File: src/logic/qdec_pkg.sv
// Package: shared constants and types for the quadrature decoder
`default_nettype none
package qdec_pkg;
  // Register byte offsets on APB
  localparam logic [7:0] OFF_CTRL   = 8'h00;
  localparam logic [7:0] OFF_POS    = 8'h04;
  localparam logic [7:0] OFF_VEL    = 8'h08;
  localparam logic [7:0] OFF_REV    = 8'h0C;
  localparam logic [7:0] OFF_VPER   = 8'h10;
  localparam logic [7:0] OFF_VTHR   = 8'h14;
  localparam logic [7:0] OFF_CMP0   = 8'h18;
  localparam logic [7:0] OFF_CMP1   = 8'h1C;
  localparam logic [7:0] OFF_CMP2   = 8'h20;
  localparam logic [7:0] OFF_ICMP   = 8'h24;
  localparam logic [7:0] OFF_FILT   = 8'h28;
  localparam logic [7:0] OFF_STAT   = 8'h2C;
  localparam logic [7:0] OFF_IEN    = 8'h30;
  // Control field positions
  localparam int CTRL_X4     = 0;
  localparam int CTRL_CLKDIR = 1;
  localparam int CTRL_IDXRST = 2;
  localparam int CTRL_W      = 3;
  // Status and enable bit positions
  localparam int ST_CMP0   = 0;
  localparam int ST_CMP1   = 1;
  localparam int ST_CMP2   = 2;
  localparam int ST_ICMP   = 3;
  localparam int ST_VLOW   = 4;
  localparam int ST_COMB   = 5;
  localparam int ST_INDEX  = 6;
  localparam int ST_VCAP   = 7;
  localparam int ST_PHERR  = 8;
  localparam int ST_W      = 9;
  // Values after reset
  localparam logic [CTRL_W-1:0] CTRL_RST = 3'h1;
  localparam logic [31:0]       VPER_RST = 32'h000F_4240;
  localparam logic [31:0]       VTHR_RST = 32'h0000_0000;
  localparam logic [31:0]       CMP_RST  = 32'hFFFF_FFFF;
  localparam logic [15:0]       FILT_RST = 16'h0003;
  localparam logic [31:0]       ZERO32   = 32'h0000_0000;
  localparam logic [31:0]       ONE32    = 32'h0000_0001;
  localparam int                FILT_W   = 16;
  // Encoder input bundle
  typedef struct packed {
    logic idx;
    logic b;
    logic a;
  } qdec_enc_t;
endpackage
`default_nettype wire

File: src/logic/qdec_filter.sv
// Module: input synchroniser and stability filter for one encoder line
`timescale 1ns/1ps
`default_nettype none
module qdec_filter #(
  parameter int W = 16
) (
  // Clock and reset
  input  wire logic         clk,
  input  wire logic         rst,
  // Raw line and programmed delay
  input  wire logic         din,
  input  wire logic [W-1:0] delay,
  // Accepted level
  output logic              dout
);
  logic         s1_r;
  logic         s2_r;
  logic [W-1:0] cnt_r;
  logic [W-1:0] cnt_nxt;
  logic         out_nxt;

  always_comb
  begin
    cnt_nxt = '0;
    out_nxt = dout;
    if (s2_r != dout)
    begin
      // Accept only after the level stood for the full delay
      if (cnt_r >= delay)
        out_nxt = s2_r;
      else
        cnt_nxt = cnt_r + 1'b1;
    end
  end

  always_ff @(posedge clk or posedge rst)
  begin
    if (rst)
    begin
      s1_r  <= 1'b0;
      s2_r  <= 1'b0;
      cnt_r <= '0;
      dout  <= 1'b0;
    end
    else
    begin
      s1_r  <= din;
      s2_r  <= s1_r;
      cnt_r <= cnt_nxt;
      dout  <= out_nxt;
    end
  end
endmodule
`default_nettype wire

File: src/logic/qdec_top.sv
// Module: quadrature decoder with APB registers and interrupt
//
// The APB register port and the placing of the registers are this design's own decisions.
`timescale 1ns/1ps
`default_nettype none
// Summary of operation
// Direction comes from the phase relation of A and B, and their edges move the position.
// Position counts up for one direction and down for the other.
// A control bit picks 2x counting (A edges) or 4x counting (all A and B edges).
// An index rising edge can clear the position counter when enabled.
// Position and velocity are held in 32-bit registers.
// A reload timer sets the period; the steps counted in it become the velocity.
// A captured velocity below the threshold raises its interrupt flag.
// Three position compare values each raise their own flag on equality.
// A revolution counter moves by one on each index pulse.
// Revolution count equal to the index compare value raises a flag.
// Index match together with compare 0 match raises a combined flag.
// Each input line is filtered by a programmable stability delay.
// Clock-and-direction mode counts one step per A rise, direction from B.
// Each source sets a sticky flag; only enabled flags drive the interrupt.
// Inputs are synchronised before filtering; in quadrature mode a change of both phases is ignored.
// Reset clears counters, flags and interrupt enables.
module qdec_top (
  // Clock and reset
  input  wire logic        CORE_CLK,
  input  wire logic        RESET,
  // APB slave
  input  wire logic        PSEL,
  input  wire logic        PENABLE,
  input  wire logic        PWRITE,
  input  wire logic [7:0]  PADDR,
  input  wire logic [31:0] PWDATA,
  output logic      [31:0] PRDATA,
  output logic             PREADY,
  output logic             PSLVERR,
  // Encoder lines
  input  wire logic        ENC_A,
  input  wire logic        ENC_B,
  input  wire logic        ENC_IDX,
  // Status outputs
  output logic             IRQ,
  output logic             DIR
);
  qdec_pkg::qdec_enc_t raw;
  wire qdec_pkg::qdec_enc_t flt;
  qdec_pkg::qdec_enc_t prev_r;

  logic [qdec_pkg::CTRL_W-1:0] ctrl_r, ctrl_nxt;
  logic [31:0] pos_r, pos_nxt;
  logic [31:0] rev_r, rev_nxt;
  logic [31:0] vel_r, vel_nxt;
  logic [31:0] acc_r, acc_nxt;
  logic [31:0] tmr_r, tmr_nxt;
  logic [31:0] vper_r, vper_nxt;
  logic [31:0] vthr_r, vthr_nxt;
  logic [31:0] cmp_r [3];
  logic [31:0] cmp_nxt [3];
  logic [31:0] icmp_r, icmp_nxt;
  logic [qdec_pkg::FILT_W-1:0] filt_r, filt_nxt;
  logic [qdec_pkg::ST_W-1:0]   stat_r, stat_nxt, ev;
  logic [qdec_pkg::ST_W-1:0]   ien_r, ien_nxt;
  logic        dir_nxt;
  logic        irq_nxt;
  logic [31:0] prdata_nxt;
  logic        pready_nxt;
  logic        pslverr_nxt;

  logic chg_a, chg_b, both, step_up, step_dn, step, idx_rise, clr_pos;
  logic wr_en, tmr_zero, mapped;
  logic [qdec_pkg::ST_W-1:0] w1c;

  assign raw = '{idx: ENC_IDX, b: ENC_B, a: ENC_A};

  // Three identical filtered lines, each synchronised first
  qdec_filter #(.W(qdec_pkg::FILT_W)) u_fa (
    .clk   (CORE_CLK),
    .rst   (RESET),
    .din   (raw.a),
    .delay (filt_r),
    .dout  (flt.a)
  );
  qdec_filter #(.W(qdec_pkg::FILT_W)) u_fb (
    .clk   (CORE_CLK),
    .rst   (RESET),
    .din   (raw.b),
    .delay (filt_r),
    .dout  (flt.b)
  );
  qdec_filter #(.W(qdec_pkg::FILT_W)) u_fi (
    .clk   (CORE_CLK),
    .rst   (RESET),
    .din   (raw.idx),
    .delay (filt_r),
    .dout  (flt.idx)
  );

  // Step decode
  always_comb
  begin
    chg_a    = flt.a ^ prev_r.a;
    chg_b    = flt.b ^ prev_r.b;
    both     = chg_a & chg_b;
    step_up  = 1'b0;
    step_dn  = 1'b0;
    idx_rise = flt.idx & ~prev_r.idx;
    if (ctrl_r[qdec_pkg::CTRL_CLKDIR])
    begin
      // B low means count up
      step_up = flt.a & ~prev_r.a & ~flt.b;
      step_dn = flt.a & ~prev_r.a & flt.b;
    end
    else if (!both)
    begin
      // Leading phase sets direction
      if (chg_a)
      begin
        step_up = flt.a ^ flt.b;
        step_dn = ~(flt.a ^ flt.b);
      end
      else if (chg_b && ctrl_r[qdec_pkg::CTRL_X4])
      begin
        step_up = ~(flt.a ^ flt.b);
        step_dn = flt.a ^ flt.b;
      end
    end
    step    = step_up | step_dn;
    clr_pos = idx_rise & ctrl_r[qdec_pkg::CTRL_IDXRST];
  end

  // Counters, timer and events
  always_comb
  begin
    dir_nxt = DIR;
    if (step)
      dir_nxt = step_up;
    pos_nxt = pos_r;
    if (clr_pos)
      pos_nxt = qdec_pkg::ZERO32;
    else if (step_up)
      pos_nxt = pos_r + qdec_pkg::ONE32;
    else if (step_dn)
      pos_nxt = pos_r - qdec_pkg::ONE32;
    rev_nxt = rev_r;
    if (idx_rise)
      rev_nxt = dir_nxt ? rev_r + qdec_pkg::ONE32
                        : rev_r - qdec_pkg::ONE32;
    tmr_zero = (tmr_r == qdec_pkg::ZERO32);
    // New period applies at once, except in a reload cycle, where the old one runs once more
    if (tmr_zero)
      tmr_nxt = vper_r;
    else if (wr_en && (PADDR == qdec_pkg::OFF_VPER))
      tmr_nxt = PWDATA;
    else
      tmr_nxt = tmr_r - qdec_pkg::ONE32;
    vel_nxt  = tmr_zero ? acc_r : vel_r;
    // Step in the capture cycle opens the next period
    acc_nxt  = (tmr_zero ? qdec_pkg::ZERO32 : acc_r)
             + {31'h0000_0000, step};
    ev = '0;
    for (int i = 0; i < 3; i++)
      ev[qdec_pkg::ST_CMP0 + i] = (pos_nxt != pos_r) &&
                                  (pos_nxt == cmp_r[i]);
    ev[qdec_pkg::ST_ICMP]  = idx_rise && (rev_nxt == icmp_r);
    ev[qdec_pkg::ST_VLOW]  = tmr_zero && (acc_r < vthr_r);
    ev[qdec_pkg::ST_COMB]  = ev[qdec_pkg::ST_CMP0] &&
                             (rev_nxt == icmp_r);
    ev[qdec_pkg::ST_INDEX] = idx_rise;
    ev[qdec_pkg::ST_VCAP]  = tmr_zero;
    ev[qdec_pkg::ST_PHERR] = both && !ctrl_r[qdec_pkg::CTRL_CLKDIR];
  end

  // APB register file
  always_comb
  begin
    wr_en = PSEL & PENABLE & PREADY & PWRITE;
    mapped = 1'b1;
    prdata_nxt = qdec_pkg::ZERO32;
    case (PADDR)
      qdec_pkg::OFF_CTRL: prdata_nxt = {29'h0000_0000, ctrl_r};
      qdec_pkg::OFF_POS:  prdata_nxt = pos_r;
      qdec_pkg::OFF_VEL:  prdata_nxt = vel_r;
      qdec_pkg::OFF_REV:  prdata_nxt = rev_r;
      qdec_pkg::OFF_VPER: prdata_nxt = vper_r;
      qdec_pkg::OFF_VTHR: prdata_nxt = vthr_r;
      qdec_pkg::OFF_CMP0: prdata_nxt = cmp_r[0];
      qdec_pkg::OFF_CMP1: prdata_nxt = cmp_r[1];
      qdec_pkg::OFF_CMP2: prdata_nxt = cmp_r[2];
      qdec_pkg::OFF_ICMP: prdata_nxt = icmp_r;
      qdec_pkg::OFF_FILT: prdata_nxt = {16'h0000, filt_r};
      qdec_pkg::OFF_STAT: prdata_nxt = {23'h00_0000, stat_r};
      qdec_pkg::OFF_IEN:  prdata_nxt = {23'h00_0000, ien_r};
      default:            mapped = 1'b0;
    endcase
    // Answer lands in the first access cycle
    pready_nxt  = PSEL & ~PENABLE;
    pslverr_nxt = PSEL & ~PENABLE & ~mapped;
    if (!(PSEL & ~PENABLE) || PWRITE)
      prdata_nxt = qdec_pkg::ZERO32;
    ctrl_nxt = ctrl_r;
    vper_nxt = vper_r;
    vthr_nxt = vthr_r;
    icmp_nxt = icmp_r;
    filt_nxt = filt_r;
    ien_nxt  = ien_r;
    w1c      = '0;
    for (int i = 0; i < 3; i++)
      cmp_nxt[i] = cmp_r[i];
    if (wr_en)
    begin
      case (PADDR)
        qdec_pkg::OFF_CTRL: ctrl_nxt = PWDATA[qdec_pkg::CTRL_W-1:0];
        qdec_pkg::OFF_VPER: vper_nxt = PWDATA;
        qdec_pkg::OFF_VTHR: vthr_nxt = PWDATA;
        qdec_pkg::OFF_CMP0: cmp_nxt[0] = PWDATA;
        qdec_pkg::OFF_CMP1: cmp_nxt[1] = PWDATA;
        qdec_pkg::OFF_CMP2: cmp_nxt[2] = PWDATA;
        qdec_pkg::OFF_ICMP: icmp_nxt = PWDATA;
        qdec_pkg::OFF_FILT: filt_nxt = PWDATA[qdec_pkg::FILT_W-1:0];
        qdec_pkg::OFF_STAT: w1c = PWDATA[qdec_pkg::ST_W-1:0];
        qdec_pkg::OFF_IEN:  ien_nxt = PWDATA[qdec_pkg::ST_W-1:0];
        default:            w1c = '0;
      endcase
    end
    // New event beats a clear in the same cycle
    stat_nxt = (stat_r & ~w1c) | ev;
    irq_nxt  = |(stat_nxt & ien_nxt);
  end

  always_ff @(posedge CORE_CLK or posedge RESET)
  begin
    if (RESET)
    begin
      prev_r  <= '0;
      ctrl_r  <= qdec_pkg::CTRL_RST;
      pos_r   <= qdec_pkg::ZERO32;
      rev_r   <= qdec_pkg::ZERO32;
      vel_r   <= qdec_pkg::ZERO32;
      acc_r   <= qdec_pkg::ZERO32;
      tmr_r   <= qdec_pkg::VPER_RST;
      vper_r  <= qdec_pkg::VPER_RST;
      vthr_r  <= qdec_pkg::VTHR_RST;
      icmp_r  <= qdec_pkg::CMP_RST;
      filt_r  <= qdec_pkg::FILT_RST;
      stat_r  <= '0;
      ien_r   <= '0;
      DIR     <= 1'b0;
      IRQ     <= 1'b0;
      PRDATA  <= qdec_pkg::ZERO32;
      PREADY  <= 1'b0;
      PSLVERR <= 1'b0;
      for (int i = 0; i < 3; i++)
        cmp_r[i] <= qdec_pkg::CMP_RST;
    end
    else
    begin
      prev_r  <= flt;
      ctrl_r  <= ctrl_nxt;
      pos_r   <= pos_nxt;
      rev_r   <= rev_nxt;
      vel_r   <= vel_nxt;
      acc_r   <= acc_nxt;
      tmr_r   <= tmr_nxt;
      vper_r  <= vper_nxt;
      vthr_r  <= vthr_nxt;
      icmp_r  <= icmp_nxt;
      filt_r  <= filt_nxt;
      stat_r  <= stat_nxt;
      ien_r   <= ien_nxt;
      DIR     <= dir_nxt;
      IRQ     <= irq_nxt;
      PRDATA  <= prdata_nxt;
      PREADY  <= pready_nxt;
      PSLVERR <= pslverr_nxt;
      for (int i = 0; i < 3; i++)
        cmp_r[i] <= cmp_nxt[i];
    end
  end
endmodule
`default_nettype wire

File: config.mk
export PLATFORM = sky130hd
export DESIGN_NAME = qdec_top
export DESIGN_NICKNAME = d
export VERILOG_FILES = /design/src/logic/qdec_pkg.sv /design/src/logic/qdec_filter.sv /design/src/logic/qdec_top.sv
export SDC_FILE = /design/constraint.sdc
export NUM_CORES = 1
export LEC_CHECK = 0
export ABC_CLOCK_PERIOD_IN_PS = 14600
export BUFFER_PORTS_ARGS = -buffer_cell sky130_fd_sc_hd__buf_2
export CAP_MARGIN = 40
export CORE_MARGIN = 2
export CORE_UTILIZATION = 55
export CTS_CLUSTER_DIAMETER = 40
export DETAILED_ROUTE_END_ITERATION = 12
export PLACE_DENSITY = 0.75
export SYNTH_ARGS = -nofsm -noshare
export SYNTH_HDL_FRONTEND = slang
export SYNTH_SLANG_ARGS = --single-unit
File: constraint.sdc
create_clock -name CORE_CLK -period 14.6 [get_ports CORE_CLK]
set_input_delay 2.19 -clock CORE_CLK [delete_from_list [all_inputs] [get_ports CORE_CLK]]
set_output_delay 2.19 -clock CORE_CLK [all_outputs]
set_load 0.05 [all_outputs]
Word-level counts from Yosys, hierarchy flattened

Index checks and enable logic that the tools add are counted.
W data, S select, Z words.

Register bits: 485
Word-level logic and storage cells: 150
Output and inout bits: 36
Bits of input ports: 48

Add/sub/neg operators: 9
Reduce and logical (&&, ||, !) cells: 27
Multiplexer cells: 30
Equal/unequal tests: 20
Bitwise gates (word level): 25
Order comparisons: 4

Operator list:

| kind                    | count |
|---|---|
| $pmux W32 S13           | 1 |
| $mux W32                | 9 |
| $eq A32 B32 Y1          | 4 |
| $mux W16                | 6 |
| $sub A32 B1 Y32 const B | 3 |
| $add A32 B1 Y32 const B | 2 |
| $add A16 B1 Y16 const B | 3 |
| $ge A16 B16 Y1          | 3 |
| $eq A8 B6 Y1 const B    | 5 |
| $mux W9                 | 4 |
| $add A32 B1 Y32         | 1 |
| $eq A8 B5 Y1 const B    | 4 |
| $logic_not A32 Y1       | 1 |
| $lt A32 B32 Y1          | 1 |
| $ne A32 B32 Y1          | 1 |
| $reduce_and A2 Y1       | 11 |
| $and A9 B9 Y9           | 2 |
| $eq A8 B4 Y1 const B    | 2 |
| $reduce_or A13 Y1       | 1 |
| $and A1 B1 Y1           | 11 |
| $mux W1                 | 10 |
| $logic_and A1 B1 Y1     | 9 |
| $not A9 Y9              | 1 |
| $or A9 B9 Y9            | 1 |
| other kinds (9)         | 19 |

Depth between registers and ports, before layout

Gate-level depths: netlist (run 1).

Depth in word-level cells: 15
Gate-level depth with buffers: 25
Mapped depth without buffers: 21

By module

A second synthesis (run 1) with hierarchy kept.

Cell total of the unflattened synthesis: 3018
Area, all modules: 28946.5 um^2

Modules (own cells, without submodules):

| module      | cells an instance | instances | seq. area each (um^2) | area an instance (um^2) |
|---|---|---|---|---|
| qdec_top    | 2622              | 1         | 10891.7               | 24907.6 |
| qdec_filter | 132               | 3         | 475.5                 | 1346.3 |

Worst setup path before layout (run 1)

OpenSTA, ideal clock, no wires.

Path kind: reg-to-reg
Start: register u_fa.dout
End: register IRQ
Path slack: 8.828 ns
Cell stages (with the launch flop): 24
Period minus slack after synthesis: 5.772 ns
Required time: 14.536 ns
Setup time: 0.064 ns
Arrival: 5.708 ns
Buffers on the path: 3
Cells stage by stage: dfrtp_1 ha_1 inv_1 a31oi_1 a21boi_1 nor2_4 inv_2 buf_4 clkbuf_1 buf_1 xnor2_1 ha_1 nand3_1 nor4b_1 and2_0 and3_1 xnor2_1 nor3_1 a31oi_1 nand4_1 or4b_1 or4_4 o21ai_0 a211o_1

Cells in the longest elaborated chain, start to end: 15
Elaborated cells between the ends (all ways): 36
Classes of those cells: eq/ne (5); mux (14); bitwise (10); reduce/logical (7)

Ends and longest elaborated chain:

| what                                   | line                             | source |
|---|---|---|
| from (decl)                            | qdec_filter.sv:14                | `output logic dout` |
| from (signal assigned)                 | qdec_filter.sv:50                | `dout <= out_nxt;` |
| $xor A1 B1 Y1                          | n/a                              |  |
| $not A1 Y1                             | qdec_top.sv:118, qdec_top.sv:122 |  |
| $mux W1                                | qdec_top.sv:120                  | `else if (chg_b && ctrl_r[qdec_pkg::CTRL_X4])` |
| $mux W1                                | qdec_top.sv:115                  | `if (chg_a)` |
| $mux W1                                | qdec_top.sv:112                  | `else if (!both)` |
| $mux W1                                | qdec_top.sv:106                  | `if (ctrl_r[qdec_pkg::CTRL_CLKDIR])` |
| $or A1 B1 Y1                           | qdec_top.sv:126                  | `step = step_up \| step_dn;` |
| $mux W1 (*)                            | qdec_top.sv:134                  | `if (step)` |
| net dir_nxt                            | qdec_top.sv:62                   | `logic dir_nxt;` |
| $mux W32 (*)                           | qdec_top.sv:145                  | `rev_nxt = dir_nxt ? rev_r + qdec_pkg::ONE32` |
| $mux W32 (*)                           | qdec_top.sv:144                  | `if (idx_rise)` |
| $eq A32 B32 Y1 (*)                     | qdec_top.sv:163, qdec_top.sv:166 |  |
| $logic_and A1 B1 Y1 (on tied branches) | qdec_top.sv:163, qdec_top.sv:165 |  |
| $or A9 B9 Y9 (*)                       | qdec_top.sv:225                  | `stat_nxt = (stat_r & ~w1c) \| ev;` |
| $and A9 B9 Y9 (*)                      | qdec_top.sv:226                  | `irq_nxt = \|(stat_nxt & ien_nxt);` |
| $reduce_or A9 Y1 (*)                   | qdec_top.sv:226                  |  |
| net irq_nxt                            | qdec_top.sv:63                   | `logic irq_nxt;` |
| to (signal assigned)                   | qdec_top.sv:270                  | `IRQ <= irq_nxt;` |
| to (decl)                              | qdec_top.sv:41                   | `output logic IRQ,` |

Mark *: on every way through the listed nets, which the timed path passes. The rest lies on a longest branch.
A chain may end at the register's enable or synchronous reset.

Worst setup path after layout (run 1)

Start: register u_fa.dout
End: register IRQ

Cells in the longest elaborated chain, start to end: 15
Elaborated cells between the ends (all ways): 36
Classes of those cells: eq/ne (5); mux (14); bitwise (10); reduce/logical (7)

Ends and longest elaborated chain:

| what                                   | line |
|---|---|
| $xor A1 B1 Y1                          | n/a |
| $not A1 Y1                             | qdec_top.sv:118, qdec_top.sv:122 |
| $mux W1                                | qdec_top.sv:120 |
| $mux W1                                | qdec_top.sv:115 |
| $mux W1                                | qdec_top.sv:112 |
| $mux W1                                | qdec_top.sv:106 |
| $or A1 B1 Y1                           | qdec_top.sv:126 |
| $mux W1                                | qdec_top.sv:134 |
| $mux W32                               | qdec_top.sv:145 |
| $mux W32                               | qdec_top.sv:144 |
| $eq A32 B32 Y1                         | qdec_top.sv:163, qdec_top.sv:166 |
| $logic_and A1 B1 Y1 (on tied branches) | qdec_top.sv:163, qdec_top.sv:165 |
| $or A9 B9 Y9 (*)                       | qdec_top.sv:225 |
| $and A9 B9 Y9 (*)                      | qdec_top.sv:226 |
| $reduce_or A9 Y1 (*)                   | qdec_top.sv:226 |
| net irq_nxt                            | qdec_top.sv:63 |

Marked as above.

==> flow_summary.yaml, run 1 <==
drt:
  wirelength_mm: 106
  via_count: 25310
  via_per_inst: 6.71
  ant_nets: 0
  dr.pass1.iters: 6
  wire_per_inst_microns: 28.2
  drcViolationCount: 0
  dr.first_iter.drc_count: 3051
worst_setup_path:
  cp-end-kind: "flop"
  rrSetupSlack_ns: 7.37
  max_stage_delay_ns: 0.64
  critical_path_class: "flop to flop"
  rr_worst_depth: 21
  crit_cells: 21
  path_delay_family: "simple AND/OR/NAND/NOR gates"
  critPathMaxFanout: 42
  slowest_stage: "or4_4"
  crit_arrival_ns: 7.82
  rr_endpoint: "IRQ"
  crit_path_start_kind: "flop"
  crit_buf_inv: 3
  required_ns: 15.19
  crit_path_cell_trace: "ha_1 > inv_1 > a31oi_2 > a21o_1 > buf_4 > nor2_4 > inv_2 > xnor2_1 > ha_1 > nand3_1 > nor4b_1 > and2_0 > and3_1 > xnor2_1 > nor3_1 > a31oi_1 > nand4_1 > or4b_1 > or4_4 > o21ai_0 > a211o_1"
  r2r_start: "u_fa.dout"
finish:
  final_cells: 3773
  fillCellCount: 4194
  areaGrowthSynthToFinish_pct: 13.5
  final_common_cell: "nand2_1"
  drive_gt1_share_pct: 21.7
  layout_common_cells: "384 x nand2_1, 340 x dfrtp_1, 225 x nor2_1, 192 x mux2_2, 145 x dfstp_2"
  final_util_pct: 63.3
  nets: 3161
clock_network:
  clkTransAtPathRegs_ns: 0.06
  clkLatencyLatePin_ns: 0.65
  cts_tree: "done"
  root_buffer: "clkbuf_16"
  htree_levels: 3
  cts_resized: 0
  cts_setup_buffers: 0
  hold_buffers: 0
  cts_buffers: 80
  cts_buffer_depth: 3
  cts.sinks: 485
job:
  maxCapViolations: 0
synth:
  synth_top_family_by_area: "simple AND/OR/NAND/NOR gates"
  synth_largest_area_cell: "dfrtp_1"
  syn_area_per_cell_sq_um: 9.60
  async_flop_share_pct: 100
  synthAdderAreaFrac_pct: 3.88
  synth_top_area_share_pct: 29.6
  synthXorXnorAreaFrac_pct: 7.30
  synth-seq-cells: 485
  syn_inst: 2991
  yosys.area_share.simple_pct: 18.8
  yosysWarnings: 0
  synthMuxAreaShare_pct: 8.69
  synth_edf_count: 0
  yosysSeqAreaShare_pct: 42.9
  syn-cell-area_sq_um: 28700
  ys.flop_type: "dfrtp_1"
  syn-num-nets: 3128
  synth_area_leaders: "dfrtp_1 30%, dfstp_2 13%, mux2_2 7.5%"
  ys_types: 113
  synth-compound-area-share_pct: 14.4
sta:
  slew_violations: 0
  fin_crit_ns: 7.23
  max_clock_freq_mhz: 138
  setup_viol: 0
  fin_crit_sh_pct: 49.5
  worst_clock_skew_ns: 0.0622
  tns_ns: 0
  grt_setup_unrepaired: "no"
  whs_ns: 0.352
  hold_viol_final: 0
  relSlewSlack_pct: 35.2
  tightest_slew_ns: 0.971
die:
  num_rows: 83
  die_h_microns: 232
  ios: 84
  die_w_microns: 232
  start_util_pct: 55.7
  die_area_sq_um: 54000
  core-area_sq_um: 51500
global_routing:
  grt_overflow: 0
  grt_max_degree: 77
  grt_antenna_before_repair: 2
  grt_pass1_wl_mm: 159
  first_global_vias: 24910
  grt_usage_pct: 39.6
placed_design:
  gp_congestion: 1.06
  numPortBuffers: 83
  dp.cells: 3622
  dp.final_hpwl_mm: 76.8
worst_hold_path:
  whs_path_depth: 0
  min_to: "u_fa.s2_r"
  min-delay-start: "u_fa.s1_r"
  min_path_type: "flop to flop"
power_and_ir_drop:
  comb_power_share_pct: 14.9
  p_sw_mw: 1.34
  p_leak_nw: 13.9
  seq_power_share_pct: 37.9
  swShare_pct: 31.5
  finalPower_mw: 4.26
  powerDensity_nw_per_um2: 131
  clkPwrFrac_pct: 47.2
  peakVddDrop_mv: 0.126
  power.internal_mw: 2.92
outcome:
  status: "completed"
cell usage after synthesis (all sizes together) (6+ instances only):
cell / count
nand4: 34
inv: 106
a2111oi: 7
nor4: 53
nand2: 385
nor3: 71
dfrtp: 340
a32oi: 8
or4: 28
nand2b: 24
clkbuf: 138
o2111ai: 9
o211ai: 10
mux2: 193
and2: 24
nor2: 236
a221oi: 54
a21oi: 88
or3: 39
xnor2: 131
nor2b: 12
nand3: 79
or2: 13
nand4b: 6
a31o: 7
buf: 44
and3: 33
a21o: 33
a22o: 52
nand3b: 15
xor2: 102
a222oi: 25
mux2i: 32
dfstp: 145
a31oi: 41
o22ai: 10
o21ai: 104
nor4b: 7
ha: 89
o21a: 7
a41oi: 15
nor3b: 7
a22oi: 32
and4: 19
stage by stage:
stage | cell area, sq um | setup WS (ns)
2_1_floorplan | 28700 | 5.95
3_3_place_gp | 29600 | 7.32
3_5_place_dp | 29700 | 7.50
4_1_cts | 32600 | 7.48
5_1_grt | 32600 | 6.85
6_report | 32600 | 7.37
logic make-up (layout without fill, tap and decap cells):
logic type	Yosys count	count (layout)
other	0	2
buffers and inverters	289	389
adders and majority gates	89	89
muxes	225	225
and+or+nand+nor	1098	1098
xor gates and xnor gates	235	235
DFF	485	485
AOI/OAI and AO/OA	570	570
cell type report:
cell class / count / area [sq um] / share of cell area [%]
multi-input combinational: 2217 / 15300 / 46.8
sequential: 485 / 12300 / 37.8
clock buffer: 101 / 2180 / 6.70
timing repair buffer: 134 / 861 / 2.64
tap: 680 / 851 / 2.61
clock inverter: 48 / 706 / 2.17
inverter: 106 / 402 / 1.23
antenna: 2 / 5.00 / 0.0154
layer usage:
metal	wire (microns)	up-vias	part of all wire, %	track usage [%]
li1	-	10892	-	-
met1	42700	12651	40	52.6
met2	47000	1399	44	60.5
met3	9440	364	8.9	7.86
met4	7130	4	6.7	22.9
met5	22	-	0.021	0
worst max-delay path by stage:
| stage | start | slack (ns) | end |
|---|---|---|---|
| 6_report | u_fa.dout | 7.37 | IRQ |
| 5_1_grt | u_fa.dout | 6.85 | IRQ |
| 4_1_cts | u_fa.dout | 7.48 | IRQ |
| 3_5_place_dp | u_fa.dout | 7.50 | IRQ |
| 3_3_place_gp | u_fa.dout | 7.32 | IRQ |
| 2_1_floorplan | RESET | 5.95 | DIR |
state kept, by name (all words and copies together), names as in the netlist, 9 cells and up:
register / count
cmp_r: 96
PRDATA: 32
acc_r: 32
icmp_r: 32
pos_r: 32
rev_r: 32
tmr_r: 32
vel_r: 32
vper_r: 32
vthr_r: 32
filt_r: 16
u_fa.cnt_r: 16
u_fb.cnt_r: 16
u_fi.cnt_r: 16
ien_r: 9
stat_r: 9
power by group through the flow:
| stage | combinational, mW | clock (mW) | sequential (mW) |
|---|---|---|---|
| 6_report | 0.636 | 2.01 | 1.61 |
| 4_1_cts | 0.623 | 2.03 | 1.60 |
| 2_1_floorplan | 0.500 | 0 | 1.48 |
| 3_3_place_gp | 0.609 | 0 | 1.62 |
| 3_5_place_dp | 0.616 | 0 | 1.62 |
| 5_1_grt | 0.686 | 2.09 | 1.62 |
No activity file was read; power rests on OpenSTA's default activity.
==> run 2, diff against run 1 <==
--- a/config.mk
+++ b/config.mk
@@ -5,7 +5,7 @@
 export SDC_FILE = /design/constraint.sdc
 export NUM_CORES = 1
 export LEC_CHECK = 0
-export ABC_CLOCK_PERIOD_IN_PS = 14600
+export ABC_CLOCK_PERIOD_IN_PS = 6600
 export BUFFER_PORTS_ARGS = -buffer_cell sky130_fd_sc_hd__buf_2
 export CAP_MARGIN = 40
 export CORE_MARGIN = 2
==> constraint.sdc (replaced) <==
create_clock -name CORE_CLK -period 6.6 [get_ports CORE_CLK]
set_input_delay 0.99 -clock CORE_CLK [delete_from_list [all_inputs] [get_ports CORE_CLK]]
set_output_delay 0.99 -clock CORE_CLK [all_outputs]
set_load 0.05 [all_outputs]
==> flow_summary.yaml, run 2 (same netlist as run 1, synthesis figures left out) <==
power_and_ir_drop:
  swShare_pct: 30.3
  seq_power_share_pct: 36.4
  comb_power_share_pct: 14.3
  p_leak_nw: 14.0
  clkPwrFrac_pct: 49.4
  power.internal_mw: 6.84
  peakVddDrop_mv: 0.308
  powerDensity_nw_per_um2: 299
  p_sw_mw: 2.97
sta:
  tightest_slew_ns: 1.03
  setup_viol: 0
  fin_crit_ns: 5.82
  whs_ns: 0.343
  worst_clock_skew_ns: 0.0286
  grt_setup_unrepaired: "no"
  hold_viol_final: 0
  relSlewSlack_pct: 31.5
  slew_violations: 0
  max_clock_freq_mhz: 172
  fin_crit_sh_pct: 88.3
finish:
  layout_common_cells: "384 x nand2_1, 340 x dfrtp_1, 225 x nor2_1, 192 x mux2_2, 145 x dfstp_2"
  drive_gt1_share_pct: 21.8
  areaGrowthSynthToFinish_pct: 14.2
  top_register: "cmp_r"
  multi_input_area_sq_um: 15300
  final_common_cell: "nand2_1"
  largest_reg_flops: 96
  area.sequential_sq_um: 12300
  final_cells: 3775
  final_util_pct: 63.6
  fillCellCount: 4127
  nets: 3160
global_routing:
  grt_usage_pct: 39.4
  first_global_vias: 24830
  grt_pass1_wl_mm: 158
  grt_overflow: 0
  grt_antenna_before_repair: 3
  grt_max_degree: 177
worst_setup_path:
  required_ns: 7.16
  max_stage_delay_ns: 0.63
  critical_path_class: "flop to flop"
  path_delay_family: "simple AND/OR/NAND/NOR gates"
  crit_buf_inv: 3
  cp-end-kind: "flop"
  crit_path_cell_trace: "ha_1 > inv_1 > a31oi_1 > a21boi_1 > buf_4 > nor2_4 > inv_2 > xnor2_1 > ha_1 > nor2_1 > and2_1 > nand3_1 > nor3_1 > o32a_1 > o21ai_0 > a21oi_1 > nand4_1 > or4b_1 > or4_4 > o21ai_0 > a211o_1"
  critPathMaxFanout: 15
  crit_path_start_kind: "flop"
  crit_arrival_ns: 6.39
  rrSetupSlack_ns: 0.78
  slowest_stage: "or4_4"
clock_network:
  cts_buffers: 85
  root_buffer: "clkbuf_16"
  cts_buffer_depth: 3
  clkTransAtPathRegs_ns: 0.05
  cts_resized: 0
  clkLatencyLatePin_ns: 0.63
  htree_levels: 3
  cts.sinks: 485
  hold_buffers: 0
  cts_setup_buffers: 0
  cts_tree: "done"
outcome:
  status: "completed"
die:
  die_area_sq_um: 54000
  die_w_microns: 232
  start_util_pct: 55.7
  ios: 84
  core-area_sq_um: 51500
  num_rows: 83
  die_h_microns: 232
drt:
  via_count: 25290
  ant_nets: 0
  wirelength_mm: 106
  via_per_inst: 6.70
  dr.first_iter.drc_count: 3085
  wire_per_inst_microns: 28.1
  drcViolationCount: 0
  dr.pass1.iters: 9
placed_design:
  dp.cells: 3615
  gp_congestion: 1.01
  dp.final_hpwl_mm: 76.3
  numPortBuffers: 83
worst_hold_path:
  min_path_type: "flop to flop"
job:
  maxCapViolations: 0
run 2: path summary, 6_finish.rpt:
| path | startpoint | end | cells past startpoint |
|---|---|---|---|
| min | u_fb.s1_r | u_fb.s2_r | 0 |
| min reg2reg | u_fb.s1_r | u_fb.s2_r | 0 |
| min in group asynchronous | RESET | vper_r[8] | 2 |
| max reg2reg | u_fa.dout | IRQ | 21 |
| max in group asynchronous | RESET | u_fa.cnt_r[14] | 3 |
| max | u_fa.dout | IRQ | 21 |
run 2: area by class of cell:
| class | instances | area share (%) |
|---|---|---|
| antenna | 1 | 0.00763 |
| multi-input combinational | 2217 | 46.6 |
| inverter | 106 | 1.23 |
| clock inverter | 52 | 2.48 |
| sequential | 485 | 37.6 |
| clock buffer | 106 | 7.13 |
| tap | 680 | 2.60 |
| timing repair buffer | 128 | 2.42 |
run 2: per-layer routing:
| layer | up-vias | GRT usage, % | part of all wire [%] |
|---|---|---|---|
| li1 | 10916 | - | - |
| met1 | 12530 | 52.4 | 40 |
| met2 | 1506 | 59.9 | 44 |
| met3 | 336 | 7.45 | 9.2 |
| met4 | 2 | 23.8 | 6.8 |
| met5 | - | 0 | 0.0094 |
run 2: metrics by stage:
stage / instance area (sq um) / setup slack, ns / setup TNS [ns] / power, mW
after global placement: 29600 / 1.03 / 0 / 4.92
after detailed placement: 29600 / 0.942 / 0 / 4.94
after floorplan: 28700 / -0.846 / -287.74 / 4.37
after global routing: 32800 / 0.495 / 0 / 10.1
final: 32800 / 0.775 / 0 / 9.82
after CTS: 32800 / 0.919 / 0 / 9.78
run 2: power by group through the flow:
stage / logic, mW / registers (mW) / clock network (mW)
global placement: 1.34 / 3.58 / 0
finish: 1.40 / 3.57 / 4.85
detailed placement: 1.35 / 3.59 / 0
global route: 1.51 / 3.57 / 5.01
floorplan: 1.11 / 3.27 / 0
CTS: 1.37 / 3.54 / 4.88
